File: config.mk
export PLATFORM = sky130hd
export DESIGN_NAME = vdc_channel_setup
export DESIGN_NICKNAME = d
export VERILOG_FILES = /design/src/verilog/vdc_pkg.sv /design/src/verilog/vdc_addr_gen.sv /design/src/verilog/vdc_channel_setup.sv
export SDC_FILE = /design/constraint.sdc
export NUM_CORES = 1
export LEC_CHECK = 0
export ABC_AREA = 1
export ABC_CLOCK_PERIOD_IN_PS = 3670
export BUFFER_PORTS_ARGS = -buffer_cell sky130_fd_sc_hd__buf_2
export CAP_MARGIN = 20
export CORE_ASPECT_RATIO = 1.4
export CORE_MARGIN = 4
export CORE_UTILIZATION = 30
export DETAILED_ROUTE_END_ITERATION = 16
export GPL_TIMING_DRIVEN = 0
export PLACE_DENSITY_LB_ADDON = 0.2
export SETUP_SLACK_MARGIN = 0.3
export SLEW_MARGIN = 15
export SYNTH_ARGS = -nofsm -noshare
export SYNTH_HDL_FRONTEND = slang
export SYNTH_SLANG_ARGS = --single-unit
File: constraint.sdc
create_clock -name clock -period 3.67 [get_ports clock]
set_input_delay 0.1835 -clock clock [delete_from_list [all_inputs] [get_ports clock]]
set_output_delay 0.1835 -clock clock [all_outputs]
set_load 0.03 [all_outputs]
File: src/verilog/vdc_pkg.sv
// Constants and types shared by the video DMA channel setup block.
// Assumes byte offsets on the register port and one 40 MHz clock.
package vdc_pkg;

  // Register count and byte offsets of the programming set.
  localparam int         NUM_REGS          = 11;
  localparam logic [7:0] OFS_CH1_ODD_BASE  = 8'h00;
  localparam logic [7:0] OFS_CH1_EVEN_BASE = 8'h04;
  localparam logic [7:0] OFS_CH1_GUARD     = 8'h08;
  localparam logic [7:0] OFS_CH1_STRIDE    = 8'h0c;
  localparam logic [7:0] OFS_CH1_PAGE      = 8'h10;
  localparam logic [7:0] OFS_CH1_COUNTS    = 8'h14;
  localparam logic [7:0] OFS_CH2_ODD_BASE  = 8'h18;
  localparam logic [7:0] OFS_CH2_EVEN_BASE = 8'h1c;
  localparam logic [7:0] OFS_CH2_GUARD     = 8'h20;
  localparam logic [7:0] OFS_CH2_STRIDE    = 8'h24;
  localparam logic [7:0] OFS_CH2_PAGE      = 8'h28;

  // Field positions inside the page and count registers.
  localparam int PAGE_BASE_LSB = 12;
  localparam int MAP_EN_BIT    = 11;
  localparam int LIMIT_LSB     = 4;
  localparam int LIMIT_MSB     = 7;
  localparam int VIOL_BIT      = 3;
  localparam int DIR_BIT       = 2;
  localparam int SWAP_LSB      = 0;
  localparam int SWAP_MSB      = 1;
  localparam int LINES_LSB     = 16;
  localparam int LINES_MSB     = 27;
  localparam int PIX_LSB       = 0;
  localparam int PIX_MSB       = 11;

  // Writable bits per register, highest index first; reserved bits read zero.
  localparam logic [NUM_REGS-1:0][31:0] REG_MASK = {
    32'hfffff8fc, 32'hffffffff, 32'hfffffffc, 32'hffffffff, 32'hffffffff,
    32'h0fff0fff, 32'hfffff8fb, 32'hffffffff, 32'hfffffffc, 32'hffffffff,
    32'hffffffff};
  localparam logic [31:0] REG_RESET = 32'h00000000;

  // Address step per doubleword and the base added to the range limit to form the range exponent.
  localparam logic [31:0] ADDR_STEP        = 32'h00000004;
  localparam logic [4:0]  RANGE_SHIFT_BASE = 5'h06;

  // Byte order codes of the channel 1 data path.
  typedef enum logic [1:0] {
    SWAP_NONE = 2'b00,
    SWAP_HALF = 2'b01,
    SWAP_FULL = 2'b10,
    SWAP_RSVD = 2'b11
  } vdc_swap_t;

  // Address generator states.
  typedef enum logic [1:0] {
    ST_IDLE = 2'b00,
    ST_RUN  = 2'b01,
    ST_HALT = 2'b10
  } vdc_state_t;

endpackage

File: src/verilog/vdc_addr_gen.sv
// Per-channel transfer address generator: field base, line stride, range and guard checks.
// Assumes field, line and word strobes are single-cycle pulses from the FIFO control.
`timescale 1ns/100ps
module vdc_addr_gen (
  input  wire logic        clock,
  input  wire logic        rst_n,
  input  wire logic        fieldStart,
  input  wire logic        fieldOdd,
  input  wire logic        lineStart,
  input  wire logic        wordStep,
  input  wire logic [31:0] oddBase,
  input  wire logic [31:0] evenBase,
  input  wire logic [31:0] lineStride,
  input  wire logic [31:0] guardLimit,
  input  wire logic [3:0]  rangeLimit,
  input  wire logic        violationStop,
  output logic      [31:0] addr,
  output logic             rangeCross,
  output logic             guardHit,
  output logic             busy,
  output logic             halted
);

  vdc_pkg::vdc_state_t state;
  vdc_pkg::vdc_state_t next_state;
  logic [31:0] lineAddr;
  logic [31:0] next_lineAddr;
  logic [31:0] next_addr;
  logic        next_rangeCross;
  logic        next_guardHit;
  logic        moved;
  logic [4:0]  shift;

  // Field start wins over line start, which wins over a word step.
  always_comb begin
    next_state      = state;
    next_lineAddr   = lineAddr;
    next_addr       = addr;
    moved           = 1'b0;
    shift           = {1'b0, rangeLimit} + vdc_pkg::RANGE_SHIFT_BASE;
    if (fieldStart) begin
      next_lineAddr = fieldOdd ? oddBase : evenBase;
      next_addr     = fieldOdd ? oddBase : evenBase;
      next_state    = vdc_pkg::ST_RUN;
    end else if (state == vdc_pkg::ST_RUN && lineStart) begin
      next_lineAddr = lineAddr + lineStride;
      next_addr     = lineAddr + lineStride;
      moved         = 1'b1;
    end else if (state == vdc_pkg::ST_RUN && wordStep) begin
      next_addr = addr + vdc_pkg::ADDR_STEP;
      moved     = 1'b1;
    end
    // A zero limit field disables range events; the smallest range is 128 bytes.
    next_rangeCross = moved && rangeLimit != 4'h0
                      && ((next_addr ^ addr) >> shift) != 32'h0;
    // Only doubleword bits take part, since the guard's two low bits are reserved.
    next_guardHit = (moved || fieldStart) && next_addr[31:2] >= guardLimit[31:2];
    if (next_guardHit && violationStop) begin
      next_state = vdc_pkg::ST_HALT;
    end
  end

  // State registers of the generator.
  always_ff @(posedge clock or negedge rst_n) begin
    if (!rst_n) begin
      state      <= vdc_pkg::ST_IDLE;
      lineAddr   <= 32'h0;
      addr       <= 32'h0;
      rangeCross <= 1'b0;
      guardHit   <= 1'b0;
    end else begin
      state      <= next_state;
      lineAddr   <= next_lineAddr;
      addr       <= next_addr;
      rangeCross <= next_rangeCross;
      guardHit   <= next_guardHit;
    end
  end

  assign busy   = (state == vdc_pkg::ST_RUN);
  assign halted = (state == vdc_pkg::ST_HALT);

endmodule

File: src/verilog/vdc_channel_setup.sv
// Programming set of video DMA channels 1 and 2 with their address generators,
// the channel 1 byte reorder path and the scaler input line and pixel cut-off.
// Assumes a simple synchronous register port decoded from the PCI base address.
`timescale 1ns/100ps
// Summary of operation
// - Channel 1 starts each field at its odd or even base, bottom-left for a negative stride.
// - Channel 2 starts each field at its odd or even base, bottom-left under top-down flip.
// - Each next line starts at the previous line start plus the full signed 32-bit stride.
// - The page table base of each channel is bits 31 to 12 of its page register, 4 KB aligned.
// - A set mapping enable bit routes channel addresses via the address mapper, else bypassed.
// - A 4-bit range limit sizes a memory range; crossing its boundary raises an event.
// - Channel 1 reorders each doubleword by its 2-bit byte order field; code 11 is reserved.
// - Only the programmed number of lines per field reaches the scaler; later lines drop.
// - Only the programmed number of pixels per line reaches the scaler; later pixels drop.
// - Channel 1 only writes to PCI memory and never reads.
// - The channel 2 direction bit selects a write to memory when 0 and a read when 1.
module vdc_channel_setup (
  input  wire logic        clock,
  input  wire logic        rst_n,
  input  wire logic        regWrite,
  input  wire logic        regRead,
  input  wire logic [7:0]  regAddr,
  input  wire logic [31:0] regWdata,
  output logic      [31:0] regRdata,
  output logic             regRdataValid,
  input  wire logic        ch1FieldStart,
  input  wire logic        ch1FieldOdd,
  input  wire logic        ch1LineStart,
  input  wire logic        ch1WordStep,
  output logic      [31:0] ch1Addr,
  output logic             ch1MapEnable,
  output logic      [19:0] ch1PageTableBase,
  output logic             ch1ReadMode,
  output logic             ch1RangeIrq,
  output logic             ch1GuardHit,
  output logic             ch1Busy,
  output logic             ch1Halted,
  input  wire logic        ch2FieldStart,
  input  wire logic        ch2FieldOdd,
  input  wire logic        ch2LineStart,
  input  wire logic        ch2WordStep,
  output logic      [31:0] ch2Addr,
  output logic             ch2MapEnable,
  output logic      [19:0] ch2PageTableBase,
  output logic             ch2ReadMode,
  output logic             ch2RangeIrq,
  output logic             ch2GuardHit,
  output logic             ch2Busy,
  output logic             ch2Halted,
  input  wire logic [31:0] ch1DataIn,
  input  wire logic        ch1DataInValid,
  output logic      [31:0] ch1DataOut,
  output logic             ch1DataOutValid,
  input  wire logic [15:0] pixIn,
  input  wire logic        pixInValid,
  input  wire logic        pixLineEnd,
  input  wire logic        pixFieldStart,
  output logic      [15:0] pixOut,
  output logic             pixOutValid
);

  logic [vdc_pkg::NUM_REGS-1:0][31:0] regFile;
  logic [vdc_pkg::NUM_REGS-1:0][31:0] next_regFile;
  logic [5:0]  regIndex;
  logic        regHit;
  logic [31:0] next_regRdata;
  logic [31:0] ch1Page;
  logic [31:0] ch2Page;
  logic [31:0] ch1Counts;
  logic [1:0]  swapCode;
  logic [31:0] next_ch1DataOut;
  logic [11:0] lineCnt;
  logic [11:0] pixCnt;
  logic [11:0] next_lineCnt;
  logic [11:0] next_pixCnt;
  logic [11:0] effLine;
  logic [11:0] effPix;
  logic        pixPass;
  logic [15:0] next_pixOut;

  // Word index decode; misaligned or unmapped offsets are ignored and read zero.
  assign regIndex = regAddr[7:2];
  assign regHit   = (regAddr[1:0] == 2'b00) && (regIndex < 6'(vdc_pkg::NUM_REGS));

  // One write path per register; the mask keeps reserved bits at zero.
  genvar gi;
  generate
    for (gi = 0; gi < vdc_pkg::NUM_REGS; gi++) begin : g_reg
      always_comb begin
        next_regFile[gi] = regFile[gi];
        if (regWrite && regHit && regIndex == 6'(gi)) begin
          next_regFile[gi] = regWdata & vdc_pkg::REG_MASK[gi];
        end
      end
    end
  endgenerate

  // Read data is captured so that it stands still until the next read.
  always_comb begin
    next_regRdata = regRdata;
    if (regRead) begin
      next_regRdata = regHit ? regFile[regIndex[3:0]] : 32'h0;
    end
  end

  // Register file and read port state.
  always_ff @(posedge clock or negedge rst_n) begin
    if (!rst_n) begin
      regFile       <= {vdc_pkg::NUM_REGS{vdc_pkg::REG_RESET}};
      regRdata      <= 32'h0;
      regRdataValid <= 1'b0;
    end else begin
      regFile       <= next_regFile;
      regRdata      <= next_regRdata;
      regRdataValid <= regRead;
    end
  end

  assign ch1Page   = regFile[vdc_pkg::OFS_CH1_PAGE[7:2]];
  assign ch2Page   = regFile[vdc_pkg::OFS_CH2_PAGE[7:2]];
  assign ch1Counts = regFile[vdc_pkg::OFS_CH1_COUNTS[7:2]];

  // Page table base and mapper select go straight to the address mapper.
  assign ch1PageTableBase = ch1Page[31:vdc_pkg::PAGE_BASE_LSB];
  assign ch2PageTableBase = ch2Page[31:vdc_pkg::PAGE_BASE_LSB];
  assign ch1MapEnable     = ch1Page[vdc_pkg::MAP_EN_BIT];
  assign ch2MapEnable     = ch2Page[vdc_pkg::MAP_EN_BIT];
  // Channel 1 has no read path at all, so its direction is fixed.
  assign ch1ReadMode      = 1'b0;
  assign ch2ReadMode      = ch2Page[vdc_pkg::DIR_BIT];

  // Channel 1 address generator; flip and negative stride need no extra logic.
  vdc_addr_gen u_ch1 (
    .clock         (clock),
    .rst_n         (rst_n),
    .fieldStart    (ch1FieldStart),
    .fieldOdd      (ch1FieldOdd),
    .lineStart     (ch1LineStart),
    .wordStep      (ch1WordStep),
    .oddBase       (regFile[vdc_pkg::OFS_CH1_ODD_BASE[7:2]]),
    .evenBase      (regFile[vdc_pkg::OFS_CH1_EVEN_BASE[7:2]]),
    .lineStride    (regFile[vdc_pkg::OFS_CH1_STRIDE[7:2]]),
    .guardLimit    (regFile[vdc_pkg::OFS_CH1_GUARD[7:2]]),
    .rangeLimit    (ch1Page[vdc_pkg::LIMIT_MSB:vdc_pkg::LIMIT_LSB]),
    .violationStop (ch1Page[vdc_pkg::VIOL_BIT]),
    .addr          (ch1Addr),
    .rangeCross    (ch1RangeIrq),
    .guardHit      (ch1GuardHit),
    .busy          (ch1Busy),
    .halted        (ch1Halted)
  );

  // Channel 2 address generator.
  vdc_addr_gen u_ch2 (
    .clock         (clock),
    .rst_n         (rst_n),
    .fieldStart    (ch2FieldStart),
    .fieldOdd      (ch2FieldOdd),
    .lineStart     (ch2LineStart),
    .wordStep      (ch2WordStep),
    .oddBase       (regFile[vdc_pkg::OFS_CH2_ODD_BASE[7:2]]),
    .evenBase      (regFile[vdc_pkg::OFS_CH2_EVEN_BASE[7:2]]),
    .lineStride    (regFile[vdc_pkg::OFS_CH2_STRIDE[7:2]]),
    .guardLimit    (regFile[vdc_pkg::OFS_CH2_GUARD[7:2]]),
    .rangeLimit    (ch2Page[vdc_pkg::LIMIT_MSB:vdc_pkg::LIMIT_LSB]),
    .violationStop (ch2Page[vdc_pkg::VIOL_BIT]),
    .addr          (ch2Addr),
    .rangeCross    (ch2RangeIrq),
    .guardHit      (ch2GuardHit),
    .busy          (ch2Busy),
    .halted        (ch2Halted)
  );

  // Byte reorder; the reserved code passes data unchanged rather than garbling it.
  assign swapCode = ch1Page[vdc_pkg::SWAP_MSB:vdc_pkg::SWAP_LSB];
  always_comb begin
    case (swapCode)
      vdc_pkg::SWAP_NONE: next_ch1DataOut = ch1DataIn;
      vdc_pkg::SWAP_HALF: next_ch1DataOut = {ch1DataIn[23:16], ch1DataIn[31:24],
                                             ch1DataIn[7:0], ch1DataIn[15:8]};
      vdc_pkg::SWAP_FULL: next_ch1DataOut = {ch1DataIn[7:0], ch1DataIn[15:8],
                                             ch1DataIn[23:16], ch1DataIn[31:24]};
      default:            next_ch1DataOut = ch1DataIn;
    endcase
    if (!ch1DataInValid) begin
      next_ch1DataOut = ch1DataOut;
    end
  end

  // A field start resets the counts for the pixel of the same cycle.
  always_comb begin
    effLine      = pixFieldStart ? 12'h0 : lineCnt;
    effPix       = pixFieldStart ? 12'h0 : pixCnt;
    pixPass      = pixInValid
                   && effLine < ch1Counts[vdc_pkg::LINES_MSB:vdc_pkg::LINES_LSB]
                   && effPix < ch1Counts[vdc_pkg::PIX_MSB:vdc_pkg::PIX_LSB];
    next_pixCnt  = pixPass ? effPix + 12'h1 : effPix;
    next_lineCnt = effLine;
    if (pixLineEnd) begin
      next_pixCnt = 12'h0;
      // Saturating at the limit keeps a long field from wrapping back into range.
      if (effLine < ch1Counts[vdc_pkg::LINES_MSB:vdc_pkg::LINES_LSB]) begin
        next_lineCnt = effLine + 12'h1;
      end
    end
    next_pixOut = pixPass ? pixIn : pixOut;
  end

  // Data path and cut-off counter registers.
  always_ff @(posedge clock or negedge rst_n) begin
    if (!rst_n) begin
      ch1DataOut      <= 32'h0;
      ch1DataOutValid <= 1'b0;
      lineCnt         <= 12'h0;
      pixCnt          <= 12'h0;
      pixOut          <= 16'h0;
      pixOutValid     <= 1'b0;
    end else begin
      ch1DataOut      <= next_ch1DataOut;
      ch1DataOutValid <= ch1DataInValid;
      lineCnt         <= next_lineCnt;
      pixCnt          <= next_pixCnt;
      pixOut          <= next_pixOut;
      pixOutValid     <= pixPass;
    end
  end

endmodule

==> metrics.cfg, run 1 <==
[outcome]
status = finished, violations left
violations = setup timing

[sta]
min_period_over_period_pct = 118
fmaxAchievable_mhz = 231
final_hold_viol_count = 0
tns_ps = -3830
final.setup_skew_ps = 27.1
slew_headroom_pct = 16.9
maxSlewViolCount = 0
fin_crit_ps = 4330
tightest_slew_ps = 1250
fin_ws_ps = -664
setup_viol = 12
rsz0062_at_grt = true

[grt]
grt_pass1_vias = 39400
grt_antenna_before_repair = 6
grt_max_degree = 96
grt.total_usage_pct = 27.9
grt_pass1_wl_mm = 262
gr-total-overflow = 0

[power]
leakage_nw = 23.3
p_sw_share_pct = 33.8
internal_power_mw = 12.5
switchingPower_mw = 6.37
pwr-share-comb_pct = 24.0
power_frac_clock_pct = 38.9
peakVddDrop_mv = 0.340
powerDensity_nw_per_um2 = 395
seq_power_share_pct = 37.0

[yosys]
synth_adder_area_share_pct = 5.23
synth_seq_cells = 574
synthesis.nets = 5502
ys_seq_area_share_pct = 39.2
syn-cell-area_um2 = 36600
synth_top_area_share_pct = 39.2
synth.area.top_cells = dfrtp_1, nand2_1, o21ai_0
yosysUniqueCellTypes = 59
synth_mux_area_share_pct = 0
synth_edf_count = 0
synth_ff_type = dfrtp_1
synthArstFlopShare_pct = 100
yosys.area_share.xor_xnor_pct = 0.502
avgSynthCellArea_um2 = 6.99
synth_top_family_by_area = simple AND/OR/NAND/NOR gates
yosysWarningCount = 0
synthCells = 5246
synth_compound_area_share_pct = 16.3
yosysTopAreaCell = dfrtp_1
synthSimpleGateAreaFrac_pct = 28.4

[detailed_routing]
route.detailed.drc = 0
wl_mm = 183
wire_per_inst_um = 24.2
drt_iter0_drc = 3405
first_pass_iters = 6
num_vias = 39700
vias_per_cell = 5.24
ant_nets = 0

[setup_path]
cp-startpoint = regFile[288]
endpoint = u_ch2.lineAddr[8]
timing.rr.start = regFile[288]
critPathMaxFanout = 4
cpMaxStageDelayCell = dfrtp_1
cp.required_ps = 4260
crit_type = flop to flop
critPathArrivalTime_ps = 4930
r2r-end = u_ch2.lineAddr[8]
critPathMaxStageDelay_ps = 440
cp-end-kind = flop
rrSetupSlack_ps = -660
cp-start-kind = flop
ff2ff_path_depth = 32
cp_common_cell = buf_4

[clocking]
clk_latency_ps = 680
clkTransAtPathRegs_ps = 60
cts_tree = done
cts_buffers = 70
ctsRootBufferMaster = clkbuf_16
clock_sinks = 574
clk_path_buf_depth = 3
htree_levels = 3

[cells_and_area]
num-fill-cells = 12800
final_cells = 7575
final_area_um2 = 47700
syn2layout_area_growth_pct = 30.2
nets = 6171
layout-drive-gt1-share_pct = 18.9

[placed_design]
placed_cells = 7156
place_hpwl_mm = 145
dpl_cell_area_um2 = 40400
place_ws_ps = -2560
place.gp.congestion = 0.984
portBuffers = 296

[floorplan]
core_um2 = 121000
die-area_um2 = 128000
die_x_um = 303
die_h_um = 422
start_util_pct = 30.3
io_pins = 303
row_count = 151

[job]
maxCapViolCount = 0

[hold_path]
hp-class = input port to asynchronous set/reset pin

synthesized netlist by cell type, types with 26 or more instances:
| master | n |
|---|---|
| clkbuf_1 | 177 |
| nand3_1 | 437 |
| nor2_1 | 359 |
| dfrtp_1 | 574 |
| o21a_1 | 26 |
| o21ai_0 | 577 |
| buf_4 | 43 |
| buf_2 | 39 |
| ha_1 | 150 |
| nand4_1 | 65 |
| nand2_1 | 1474 |
| inv_1 | 674 |
| a21oi_1 | 194 |
| nor3_1 | 37 |
| o211ai_1 | 65 |
| o22ai_1 | 137 |
registers in the layout (all words and copies together) (netlist names), 2 cells and up, named ones only:
name / cells
u_ch1.lineAddr: 32
pixOut: 16
pixCnt: 12
ch1Counts: 24
u_ch1.state: 2
u_ch2.addr: 30
regFile: 252
u_ch1.addr: 30
lineCnt: 12
ch1DataOut: 32
regRdata: 32
ch2Page: 27
ch1Page: 28
u_ch2.state: 2
u_ch2.lineAddr: 32
layout make-up:
cell class,count,area [um^2],share of cell area [%]
multi-input cells,3714,20500,43.0
flip-flops and latches,574,14400,30.2
repair buffers,597,4580,9.60
inverters,683,2580,5.40
clock buffers,94,2010,4.22
well taps,1606,2010,4.21
plain buffers,275,1280,2.69
clock inverters,28,344,0.721
diodes,4,10.0,0.0210
worst min path at each step:
stage                                             to           start  cells past startpoint  slack, ps
after global placement               ch1DataOutValid  ch1DataInValid                      1        310
after detailed placement              u_ch2.guardHit           rst_n                      1        140
after floorplan           asynchronous set/reset pin           rst_n                      0       -110
after global routing                  ch1DataOut[25]   ch1DataIn[25]                      5         70
after CTS                               regFile[206]    regWdata[14]                      3         10
final                                 u_ch2.guardHit           rst_n                      2         40
worst max-delay path, delay by kind of cell, from the launching register on:
kind / cells / cell delay [ps]
flip-flops: 1 / 440
buffers and inverters: 22 / 2520
adder cells (fa/ha/maj): 2 / 580
AND/OR/NAND/NOR: 8 / 720
routing by layer:
layer  vias to the layer above  track usage, %  part of all wire [%]
li1                      18500               -                     -
met1                     19100            31.9                    37
met2                      1595            47.7                    48
met3                       492            3.25                   5.6
met4                         0            20.3                   8.8
met5                         -               0                     0
kinds of logic (layout without fill, tap and decap cells):
logic type                 after synthesis  count (layout)
and+or+nand+nor                       2464            2464
adders and majority gates              152             152
xor gates and xnor gates                21              21
DFF                                    574             574
AOI/OAI and AO/OA                     1076            1076
other                                    1               5
buffers and inverters                  958            1677
cell usage in the layout, fill, tap and decap left out, types with 32 or more instances in the layout:
cell type      instances
nand3_2               45
buf_4                135
a21oi_1              174
dlygate4sd3_1         93
nand2_1             1361
nand2_2              104
o21ai_0              564
dfrtp_1              556
buf_6                112
ha_4                  61
nand3_1              390
clkbuf_16             71
buf_2                330
o22ai_1              137
nor3_1                32
nor2_1               320
clkbuf_1             180
o211ai_1              65
nand4_1               65
inv_1                647
ha_1                  84
power groups by stage:
stage,sequential [mW],combinational (mW),clock [mW]
6_report,6.98,4.53,7.34
5_1_grt,7.02,4.89,7.71
2_1_floorplan,7.25,1.86,0
4_1_cts,6.97,4.25,7.45
3_3_place_gp,7.06,3.48,0
3_5_place_dp,7.06,3.53,0
stage by stage:
stage / hold WS [ps] / util [%] / power [mW]
3_3_place_gp: 307 / 33.1 / 10.5
3_5_place_dp: 145 / 33.3 / 10.6
5_1_grt: 72.5 / 39.4 / 19.6
4_1_cts: 12.3 / 38.6 / 18.7
6_report: 37.1 / 39.4 / 18.9
2_1_floorplan: -112 / - / 9.12
repair_timing:
item / CTS / global route
endpoints found under the hold margin: 347 / 0
hold buffers: 93 / 0
pin swaps: 82 / 70
endpoints found under the setup margin: 29 / 27
gates resized for setup: 422 / 170
setup buffers: 176 / 24
No activity file was read; power rests on OpenSTA's default activity.
==> run 2, diff against run 1 <==
Settings changed: REMOVE_ABC_BUFFERS set to 1, SETUP_SLACK_MARGIN 0.3 to unset.
==> run 2 against run 1 <==
Effect of this change: the run still ends with setup timing left; combinational power decreased by 8.2%; critical endpoint is now u_ch2.state[0]; critical path type unchanged; clock power decreased by 7.9%; critical path depth decreased by 10; non-clock buffer count decreased by 298; worst hold slack got worse by 1.8 ps.
==> metrics.cfg, run 2 (same netlist as run 1, synthesis figures left out) <==
[setup_path]
path_cells = ha_4 > fa_2 > nand3_2 > nand3_4 > buf_4 > nand3b_1 > nand3_1 > nand2_1 > nand3_2 > nand3_1 > nand2_2 > ha_4 > nand3_4 > o211ai_1 > a21oi_1 > nor4_1 > nand3b_1 > o21ai_2 > inv_2 > nand2_2 > o21ai_2 > inv_1
critPathTopFamily = simple AND/OR/NAND/NOR gates
critPathMaxStageDelay_ps = 430  ; about the same
cp-start-kind = flop
cp.required_ps = 4200  ; -60 ps
critPathArrivalTime_ps = 4620  ; -310 ps
crit_type = flop to flop
critPathMaxFanout = 4  ; unchanged
cpMaxStageDelayCell = dfrtp_1
cp-end-kind = flop
cp_num_buf_inv = 3  ; -86%

[sta]
fmaxAchievable_mhz = 245  ; +6.0%
setup_viol = 7  ; -5
slew_headroom_pct = 25.6  ; +8.7 points
fin_ws_ps = -417  ; +247 ps
fin_crit_ps = 4090  ; -247 ps
min_period_over_period_pct = 111  ; -6.7 points
tns_ps = -1620  ; +2210 ps
maxSlewViolCount = 0  ; unchanged
tightest_slew_ps = 1120  ; -130 ps
final.setup_skew_ps = 37.0  ; +9.91 ps
rsz0062_at_grt = true
final_hold_viol_count = 0  ; unchanged

[detailed_routing]
first_pass_iters = 6  ; unchanged
num_vias = 37500  ; -5.5%
highest_layer = met5
dr_wl_met3_mm = 8.85  ; -14%
wl_met2_mm = 78.1  ; -11%
drt_iter0_drc = 3062  ; -10%
ant_nets = 0  ; unchanged
route.detailed.drc = 0  ; unchanged
wire_per_inst_um = 21.9  ; -9.3%
wl_met1_mm = 63.2  ; -7.9%
wl_mm = 159  ; -13%
vias_per_cell = 5.15  ; -1.6%

[placed_design]
placed_cells = 6921  ; -3.3%
place.gp.congestion = 0.985  ; about the same
dpl_cell_area_um2 = 39800  ; -1.4%
portBuffers = 301  ; +1.7%
place_hpwl_mm = 117  ; -19%

[job]
maxCapViolCount = 0  ; unchanged

[grt]
grt_pass1_wl_mm = 233  ; -11%
grt_antenna_before_repair = 8  ; +2
grt.total_usage_pct = 24.3  ; -3.6 points
gr-total-overflow = 0  ; unchanged
grt_pass1_vias = 36200  ; -8.2%
grt_max_degree = 92  ; -4.2%

[cells_and_area]
top_register = regFile
final_area_um2 = 46500  ; -2.5%
layout-drive-gt1-share_pct = 18.9  ; -0.031 points
largest_reg_flops = 252  ; unchanged
syn2layout_area_growth_pct = 26.9
final_common_cell = nand2_1
nets = 5876  ; -4.8%
final_cell_mix = nand2_1, inv_1, o21ai_0, dfrtp_1, nand3_1
final_cells = 7276  ; -3.9%
fin_util_pct = 38.4  ; -1.0 points

[power]
finalPower_mw = 17.9  ; -5.0%
p_sw_share_pct = 33.8  ; +0.051 points
peakVddDrop_mv = 0.293  ; -14%
pwr-share-comb_pct = 23.2  ; -0.8 points
switchingPower_mw = 6.06  ; -4.8%
power_frac_clock_pct = 37.7  ; -1.2 points
leakage_nw = 22.5  ; -3.3%
seq_power_share_pct = 39.0  ; +2.0 points
internal_power_mw = 11.9  ; -5.1%
powerDensity_nw_per_um2 = 385  ; -2.5%

[floorplan]
start_util_pct = 30.3  ; unchanged
die_h_um = 422  ; unchanged
row_count = 151  ; unchanged
io_pins = 303  ; unchanged
die-area_um2 = 128000  ; unchanged
core_um2 = 121000  ; unchanged
die_x_um = 303  ; unchanged

[clocking]
clkTransAtPathRegs_ps = 60  ; about the same
htree_levels = 3  ; unchanged
cts_tree = done
clk_path_buf_depth = 3  ; unchanged
cts_buffers = 66  ; -5.7%
clock_sinks = 574  ; unchanged
clk_latency_ps = 660  ; -20 ps
ctsRootBufferMaster = clkbuf_16

[outcome]
status = finished, violations left
violations = setup timing

[hold_path]
hp-class = input port to flop

==> run 2: area by class of cell <==
| type | instances | area (um^2) |
|---|---|---|
| timing repair buffer | 574 | 4350 |
| sequential | 574 | 14400 |
| timing repair inverter | 4 | 27.5 |
| tap | 1606 | 2010 |
| multi-input combinational | 3717 | 21000 |
| clock inverter | 16 | 174 |
| antenna | 2 | 5.00 |
| fill | 12800 | 74600 |
| clock buffer | 100 | 1940 |
| inverter | 683 | 2590 |
==> run 2: path summary, 6_finish.rpt <==
| path | startpoint | end | slack [ps] | depth (start not counted) |
|---|---|---|---|---|
| setup / recovery | regFile[288] | u_ch2.state[0] | -420 | 22 |
| hold / removal | ch2FieldStart | u_ch2.state[1] | 40 | 2 |
| setup reg to reg | regFile[288] | u_ch2.state[0] | -420 | 22 |
| hold reg to reg | pixOut[1] | pixOut[1] | 460 | 2 |
| max in group asynchronous | rst_n | regFile[28] | 1660 | 6 |
| min in group asynchronous | rst_n | regRdata[31] | 490 | 3 |
==> run 2: metal layers <==
| layer | up-vias | global-route usage [%] |
|---|---|---|
| met4 | 2 | 12.5 |
| met1 | 18100 | 29.1 |
| met5 | - | 0 |
| met2 | 1158 | 41.9 |
| li1 | 17900 | - |
| met3 | 321 | 3.53 |
==> run 2: through the flow <==
stage          setup slack [ps]  hold slack [ps]
2_1_floorplan              -723             -112
3_3_place_gp             -10750              385
3_5_place_dp              -2410             84.7
4_1_cts                    -335            -17.9
5_1_grt                    -514             21.8
6_report                   -417             35.3
==> run 2: what timing repair did <==
item	4_1_cts	5_1_grt
endpoints found under the hold margin	253	0
gates cloned	8	0
setup endpoints to repair	33	24
pin swaps	93	87
buffers inserted	123	29
hold buffers	80	0
resized for setup	417	105
==> run 2: power by group through the flow <==
stage | Sequential, mW | Clock (mW) | Combinational (mW)
6_report | 6.99 | 6.76 | 4.16
5_1_grt | 7.03 | 7.17 | 4.53
3_5_place_dp | 7.07 | 0 | 3.41
3_3_place_gp | 7.06 | 0 | 3.34
2_1_floorplan | 7.29 | 0 | 1.74
4_1_cts | 6.98 | 6.93 | 4.02
